[src/hw/post_pkg.sv]
// shared constants for the power-on self-test supervisor
// Overview of operation
// - run the whole self-test series after every power-up, before normal work
// - on a fault, display ERROR and the single failing test digit
// - suspend all counting and control while an error code shows
// - hold relay and both transistor outputs dropped out in error state
// - answer every serial command in error state with N and test number
// - test 0 program memory, test 1 working memory, test 2 display driver
// - tests 3, 4, 5 check run data, user options, whole nonvolatile store
// - error 3 plus reset key: zero counts and presets, then rerun tests
// - error 4 plus reset key: restore factory options, then rerun tests
// - default settings: up input closure increments counter and totalizer
// - default settings: down input closure decrements counter and totalizer
// - help key shows screen 1, down arrow shows screen 2, 16 chars each
package post_pkg;
	localparam int TEST_COUNT = 6;
	localparam logic [2:0] TEST_PROG_MEM = 3'h0;
	localparam logic [2:0] TEST_WORK_MEM = 3'h1;
	localparam logic [2:0] TEST_DISPLAY = 3'h2;
	localparam logic [2:0] TEST_RUN_DATA = 3'h3;
	localparam logic [2:0] TEST_USER_OPT = 3'h4;
	localparam logic [2:0] TEST_NV_STORE = 3'h5;
	localparam logic [2:0] TEST_LAST = 3'h5;
	localparam logic [7:0] CHAR_N = 8'h4e;
	localparam logic [7:0] CHAR_ZERO = 8'h30;
	localparam int HELP_CHARS = 16;
	localparam int HELP_SCREENS = 2;
	typedef enum logic [5:0] {
		ST_IDLE = 6'b00_0001,
		ST_START = 6'b00_0010,
		ST_WAIT = 6'b00_0100,
		ST_RUN = 6'b00_1000,
		ST_ERROR = 6'b01_0000,
		ST_RECOVER = 6'b10_0000
	} post_state_t;
	typedef enum logic [1:0] {
		REC_NONE = 2'b01,
		REC_CLEAR_RUN = 2'b10
	} unused_t;
endpackage

[src/hw/post_supervisor.sv]
// power-on self-test supervisor with error hold, recovery and help screens
`timescale 1ns/1ps
module post_supervisor #(
	parameter int MAIN_W = 20,
	parameter int TOTAL_W = 27
) (
	input wire logic sys_clk,
	input wire logic reset_n,
	output logic [5:0] test_start,
	input wire logic test_done,
	input wire logic test_pass,
	input wire logic up_input_n,
	input wire logic down_input_n,
	input wire logic reset_key,
	input wire logic help_key,
	input wire logic down_key,
	input wire logic cmd_valid,
	output logic reply_valid,
	output logic [7:0] reply_char0,
	output logic [7:0] reply_char1,
	output logic [1:0] nv_action,
	output logic running,
	output logic error_shown,
	output logic [2:0] error_digit,
	output logic relay_out,
	output logic xstr1_out,
	output logic xstr2_out,
	input wire logic relay_req,
	input wire logic xstr1_req,
	input wire logic xstr2_req,
	output logic help_shown,
	output logic [1:0] help_screen,
	output logic [MAIN_W-1:0] main_count,
	output logic [TOTAL_W-1:0] total_count
);
	// start bus and digit register are sized for exactly six tests
	if (post_pkg::TEST_COUNT != 6) begin : g_bad_count
		$error("post_supervisor: test count unsupported");
	end

	post_pkg::post_state_t state_q, state_d;
	logic [2:0] test_q, test_d;
	logic [2:0] fail_q, fail_d;
	logic [1:0] nv_q, nv_d;
	logic reply_q;
	logic [7:0] rep1_q;
	logic help_on_q;
	logic [1:0] screen_q;
	logic up_rise, dn_rise;
	logic rk_rise, hk_rise, dk_rise;

	// count inputs are closures to common, so the edge of interest is fall
	input_sync u_up (
		.sys_clk(sys_clk),
		.reset_n(reset_n),
		.async_in(~up_input_n),
		.level(),
		.rise(up_rise)
	);
	input_sync u_dn (
		.sys_clk(sys_clk),
		.reset_n(reset_n),
		.async_in(~down_input_n),
		.level(),
		.rise(dn_rise)
	);
	input_sync u_rk (
		.sys_clk(sys_clk),
		.reset_n(reset_n),
		.async_in(reset_key),
		.level(),
		.rise(rk_rise)
	);
	input_sync u_hk (
		.sys_clk(sys_clk),
		.reset_n(reset_n),
		.async_in(help_key),
		.level(),
		.rise(hk_rise)
	);
	input_sync u_dk (
		.sys_clk(sys_clk),
		.reset_n(reset_n),
		.async_in(down_key),
		.level(),
		.rise(dk_rise)
	);

	wire is_run = (state_q == post_pkg::ST_RUN);
	wire is_err = (state_q == post_pkg::ST_ERROR);
	wire recover_ok = is_err & rk_rise &
		((fail_q == post_pkg::TEST_RUN_DATA) |
		(fail_q == post_pkg::TEST_USER_OPT));

	function automatic logic [5:0] onehot_test(input logic [2:0] n);
		onehot_test = 6'h01 << n;
	endfunction

	always_comb begin
		state_d = state_q;
		test_d = test_q;
		fail_d = fail_q;
		nv_d = 2'b00;
		case (state_q)
			post_pkg::ST_IDLE: begin
				test_d = post_pkg::TEST_PROG_MEM;
				state_d = post_pkg::ST_START;
			end
			post_pkg::ST_START: state_d = post_pkg::ST_WAIT;
			post_pkg::ST_WAIT: begin
				if (test_done && !test_pass) begin
					fail_d = test_q;
					state_d = post_pkg::ST_ERROR;
				end else if (test_done && test_q == post_pkg::TEST_LAST) begin
					state_d = post_pkg::ST_RUN;
				end else if (test_done) begin
					test_d = test_q + 3'h1;
					state_d = post_pkg::ST_START;
				end
			end
			post_pkg::ST_RUN: state_d = post_pkg::ST_RUN;
			post_pkg::ST_ERROR: begin
				if (recover_ok) begin
					nv_d = (fail_q == post_pkg::TEST_RUN_DATA) ? 2'b01 : 2'b10;
					state_d = post_pkg::ST_RECOVER;
				end
			end
			post_pkg::ST_RECOVER: state_d = post_pkg::ST_IDLE;
			default: state_d = post_pkg::ST_IDLE;
		endcase
	end

	always_ff @(posedge sys_clk or negedge reset_n) begin
		if (!reset_n) begin
			state_q <= post_pkg::ST_IDLE;
			test_q <= 3'h0;
			fail_q <= 3'h0;
			nv_q <= 2'b00;
		end else begin
			state_q <= state_d;
			test_q <= test_d;
			fail_q <= fail_d;
			nv_q <= nv_d;
		end
	end

	// one start pulse per test; the test bank is numbered 0..5
	assign test_start = (state_q == post_pkg::ST_START) ?
		onehot_test(test_q) : 6'h00;

	// bit 0 clears run data, bit 1 loads factory options, one cycle
	assign nv_action = nv_q;

	count_core #(
		.MAIN_W(MAIN_W),
		.TOTAL_W(TOTAL_W)
	) u_count (
		.sys_clk(sys_clk),
		.reset_n(reset_n),
		.enable(is_run),
		.up_pulse(up_rise),
		.down_pulse(dn_rise),
		.clear_run(nv_q[0]),
		.main_count(main_count),
		.total_count(total_count)
	);

	// serial reply: in error always N plus the digit
	always_ff @(posedge sys_clk or negedge reset_n) begin
		if (!reset_n) begin
			reply_q <= 1'b0;
			rep1_q <= 8'h00;
		end else begin
			reply_q <= cmd_valid & is_err;
			rep1_q <= post_pkg::CHAR_ZERO + {5'h00, fail_q};
		end
	end
	assign reply_valid = reply_q;
	assign reply_char0 = post_pkg::CHAR_N;
	assign reply_char1 = rep1_q;

	// help screens only in run mode
	always_ff @(posedge sys_clk or negedge reset_n) begin
		if (!reset_n) begin
			help_on_q <= 1'b0;
			screen_q <= 2'h0;
		end else if (!is_run) begin
			help_on_q <= 1'b0;
			screen_q <= 2'h0;
		end else if (hk_rise) begin
			help_on_q <= 1'b1;
			screen_q <= 2'h1;
		end else if (dk_rise && help_on_q) begin
			screen_q <= 2'h2;
		end
	end
	assign help_shown = help_on_q;
	assign help_screen = screen_q;

	assign running = is_run;
	assign error_shown = is_err;
	assign error_digit = fail_q;
	// outputs only follow requests in run mode
	assign relay_out = is_run & relay_req;
	assign xstr1_out = is_run & xstr1_req;
	assign xstr2_out = is_run & xstr2_req;
endmodule

[src/hw/input_sync.sv]
// two-stage synchroniser plus rising-edge pulse for one front-panel input
`timescale 1ns/1ps
module input_sync (
	input wire logic sys_clk,
	input wire logic reset_n,
	input wire logic async_in,
	output logic level,
	output logic rise
);
	logic meta_q;
	logic sync_q;
	logic last_q;

	// meta_q feeds only sync_q
	always_ff @(posedge sys_clk or negedge reset_n) begin
		if (!reset_n) begin
			meta_q <= 1'b0;
			sync_q <= 1'b0;
			last_q <= 1'b0;
		end else begin
			meta_q <= async_in;
			sync_q <= meta_q;
			last_q <= sync_q;
		end
	end

	assign level = sync_q;
	assign rise = sync_q & ~last_q;
endmodule

[src/hw/count_core.sv]
// main counter and totalizer, default add/subtract count mode
`timescale 1ns/1ps
module count_core #(
	parameter int MAIN_W = 20,
	parameter int TOTAL_W = 27
) (
	input wire logic sys_clk,
	input wire logic reset_n,
	input wire logic enable,
	input wire logic up_pulse,
	input wire logic down_pulse,
	input wire logic clear_run,
	output logic [MAIN_W-1:0] main_count,
	output logic [TOTAL_W-1:0] total_count
);
	// totalizer must hold at least as much as the main counter
	if (MAIN_W < 1 || TOTAL_W < MAIN_W) begin : g_bad_width
		$error("count_core: widths unsupported");
	end

	logic [MAIN_W-1:0] main_q;
	logic [TOTAL_W-1:0] total_q;
	wire inc = enable & up_pulse & ~down_pulse;
	wire dec = enable & down_pulse & ~up_pulse;

	// both closures together cancel, so nothing moves
	always_ff @(posedge sys_clk or negedge reset_n) begin
		if (!reset_n) begin
			main_q <= '0;
			total_q <= '0;
		end else if (clear_run) begin
			main_q <= '0;
			total_q <= '0;
		end else if (inc) begin
			main_q <= main_q + 1'b1;
			total_q <= total_q + 1'b1;
		end else if (dec) begin
			main_q <= main_q - 1'b1;
			total_q <= total_q - 1'b1;
		end
	end

	assign main_count = main_q;
	assign total_count = total_q;
endmodule

[config.mk]
export PLATFORM = sky130hd
export DESIGN_NAME = post_supervisor
export DESIGN_NICKNAME = d
export VERILOG_FILES = /design/src/hw/post_pkg.sv /design/src/hw/post_supervisor.sv /design/src/hw/input_sync.sv /design/src/hw/count_core.sv
export SDC_FILE = /design/constraint.sdc
export NUM_CORES = 1
export LEC_CHECK = 0
export BUFFER_PORTS_ARGS = -buffer_cell sky130_fd_sc_hd__buf_2
export CAP_MARGIN = 20
export CELL_PAD_IN_SITES_DETAIL_PLACEMENT = 1
export CELL_PAD_IN_SITES_GLOBAL_PLACEMENT = 2
export CORE_ASPECT_RATIO = 0.6
export CORE_MARGIN = 10
export CORE_UTILIZATION = 36
export CTS_BUF_LIST = sky130_fd_sc_hd__clkbuf_2
export DETAILED_ROUTE_END_ITERATION = 16
export PLACE_DENSITY_LB_ADDON = 0.1
export SETUP_SLACK_MARGIN = 0.05
export SYNTH_ARGS = -nofsm -noshare
export SYNTH_HDL_FRONTEND = slang
export SYNTH_HIERARCHICAL = 1
export SYNTH_SLANG_ARGS = --single-unit
export TNS_END_PERCENT = 20
[constraint.sdc]
create_clock -name sys_clk -period 6.4 [get_ports sys_clk]
set_input_delay 0.32 -clock sys_clk [delete_from_list [all_inputs] [get_ports sys_clk]]
set_output_delay 0.32 -clock sys_clk [all_outputs]
set_load 0.02 [all_outputs]
==> reports/metrics.yaml <==
clock_tree:
  hold_buffers: 9
  cts_tree: "done"
  clkSinkCount: 84
  clk_pin_slew_ns: 0.32
  postCtsSetupBuffers: 0
  cts_root_buf: "clkbuf_2"
  clockBufferDepth: 2
  h-tree-depth: 3
  clk_latency_ns: 0.61
  ctsResizeCount: 0
  cts_made_buffers: 9
timing:
  fin_crit_sh_pct: 66.93
  worst_slew_pin_slew_ns: 1.054
  skew_ns: 0.04279
  whs_ns: 0.1340
  setup_violations: 0
  max_freq_mhz: 233.4
  slew_headroom_pct: 29.66
  period_needed_ns: 4.284
  setup_tns_ns: 0
  slew_violations: 0
  grt_setup_unrepaired: "no"
  hold_violations: 0
floorplan:
  io_pins: 96
  rows: 35
  die_width_um: 181.6
  dieArea_sq_um: 21240
  core-area_sq_um: 15370
  start_util_pct: 36.70
  die_h_um: 117.0
global_route:
  grt_pass1_vias: 5263
  grtUsageTotal_pct: 16.48
  grt_pass1_wl_um: 28610
  grt_max_degree: 56
  grt.overflow.total: 0
  antenna_found_initial: 0
yosys:
  netlist.area_leader.share_pct: 36.82
  ys_types: 67
  synth_area_sq_um: 5642
  yosysSeqAreaShare_pct: 37.28
  synth-edff-count: 0
  avgSynthCellArea_sq_um: 9.387
  postSynthCellCount: 601
  async_flop_share_pct: 100.0
  yosys_most_used_dff: "dfrtp_1"
  synth_seq_cells: 84
  yosys.area.top_type: "dfrtp_1"
  ys_warn_count: 6
  yosys-top-cells-area: "dfrtp_1, ha_1, a21oi_1, nand2_1, xnor2_1"
routing:
  drt_first_pass_iters: 4
  drtAntennaViolNets: 0
  wl_per_cell_um: 19.08
  wirelength_um: 17150
  routed_via_density: 5.310
  routed-via-count: 4774
  drt_iter0_drc: 231
  drc_errors: 0
setup_path:
  cp_data_required_time_ns: 6.91
  crit_path_max_fanout: 55
  worst-r2r-cell-count: 13
  cp-start-kind: "register"
  regToRegEndpoint: "u_count/total_count[20]"
  arrival_ns: 4.79
  criticalPathCategory: "reg2reg"
  rr_startpoint: "state_q[5]"
  crit_path_end_kind: "register"
  r2r_slack_ns: 2.12
place:
  dp_hpwl_um: 12700
  dp.cells: 874
  io_buffers: 84
  place.gp.congestion: 0.8478
cells_and_area:
  drive_above_1_share_pct: 19.11
  fin_cells: 899
  num-nets-final: 759
  final_cell_mix: "dfrtp_1, buf_2, nand2_1"
  synthToLayoutAreaGrowth_pct: 14.35
  antennaDiodeCount: 0
pwr:
  p_per_area_nw_per_um2: 157.9
  finalPower_mw: 1.018
  leakage_nw: 3.405
  ir_drop_mv: 0.07341
hold_path:
  hp-class: "in2async"
job:
  drv_cap: 0
status:
  outcome: "finished, final reports clean"
==> flip-flops by register name (all words and copies together), names as in the netlist, 2 cells and up <==
signal	count
u_count/total_count	27
u_count/main_count	20
state_q	6
reply_char1	4
error_digit	3
test_q	3
help_screen	2
nv_action	2
==> area by class of cell <==
class	instances	area, sq um
Sequential cell	84	2103
Inverter	14	52.55
Clock inverter	7	78.83
Timing Repair Buffer	98	550.5
Tap cell	203	254.0
Fill cell	1810	8920
Multi-Input combinational cell	484	3367
Clock buffer	9	45.04
==> per-stage QoR <==
| stage | setup WS [ns] | utilization (%) | instance area [sq um] |
|---|---|---|---|
| final | 2.116 | 41.97 | 6451 |
| after floorplan | 1.507 | - | 5679 |
| after detailed placement | 2.235 | 40.58 | 6237 |
| after CTS | 2.122 | 41.97 | 6451 |
| after global placement | 2.351 | 40.58 | 6237 |
| after global routing | 1.671 | 41.97 | 6451 |
==> power by group <==
part / internal (mW) / leakage, nW / switching [mW]
logic: 0.0539 / 2.20 / 0.0804
registers: 0.557 / 1.13 / 0.0247
clock network: 0.0662 / 0.0745 / 0.236
==> cells in the mapped netlist (6+ instances only) <==
master and number:
dfrtp_1 83, and2_1 7, o21a_1 8, a211oi_1 8, a22o_1 17, nor3_1 8
o21ai_0 28, nand4_1 11, ha_1 53, nand2_1 74, inv_1 14, clkbuf_1 13
a21oi_1 58, xnor2_1 22, a21o_1 21, nor2_1 43, nand3_1 6, buf_4 12
xor2_1 22
==> cells by family after synthesis <==
| family | share of synthesized area [%] |
|---|---|
| xor+xnor | 6.831 |
| flops | 37.28 |
| simple gates | 17.39 |
| compound gates | 20.63 |
| buf+inv | 3.793 |
| other cells | 0.1331 |
| mux | 1.486 |
| fa+ha+maj | 12.46 |
==> per-layer routing <==
layer  vias to the layer above  track usage, %  wire (um)  part of all wire (%)
met3                        10           3.531        682                   4.0
met4                         0           3.076         96                  0.56
li1                       2308               -          -                     -
met5                         -               0          0                     0
met1                      2382           23.18       8916                    52
met2                        74           25.64       7455                    43
==> worst max path at each step <==
stage / slack, ns / cells past startpoint / end / startpoint
2_1_floorplan: 1.51 / 13 / u_count/total_count[25] / state_q[5]
3_3_place_gp: 2.35 / 14 / u_count/total_count[26] / state_q[5]
6_report: 2.12 / 13 / u_count/total_count[20] / state_q[5]
5_1_grt: 1.67 / 14 / u_count/main_count[16] / state_q[5]
4_1_cts: 2.12 / 13 / u_count/total_count[20] / state_q[5]
3_5_place_dp: 2.23 / 14 / u_count/main_count[17] / state_q[5]
==> critical path: stages (launching register included) <==
cell       delay [ns]
dfrtp_1          0.50
nor4_2           0.47
nand3b_1         0.28
inv_1            0.24
nand3b_1         0.10
buf_4            0.34
ha_1             0.48
a2111oi_0        0.53
nand2b_1         0.18
a21o_1           0.25
a21oi_1          0.31
a21oi_1          0.14
xor2_1           0.16
a22o_1           0.18
(Power assumes the default switching activity.)
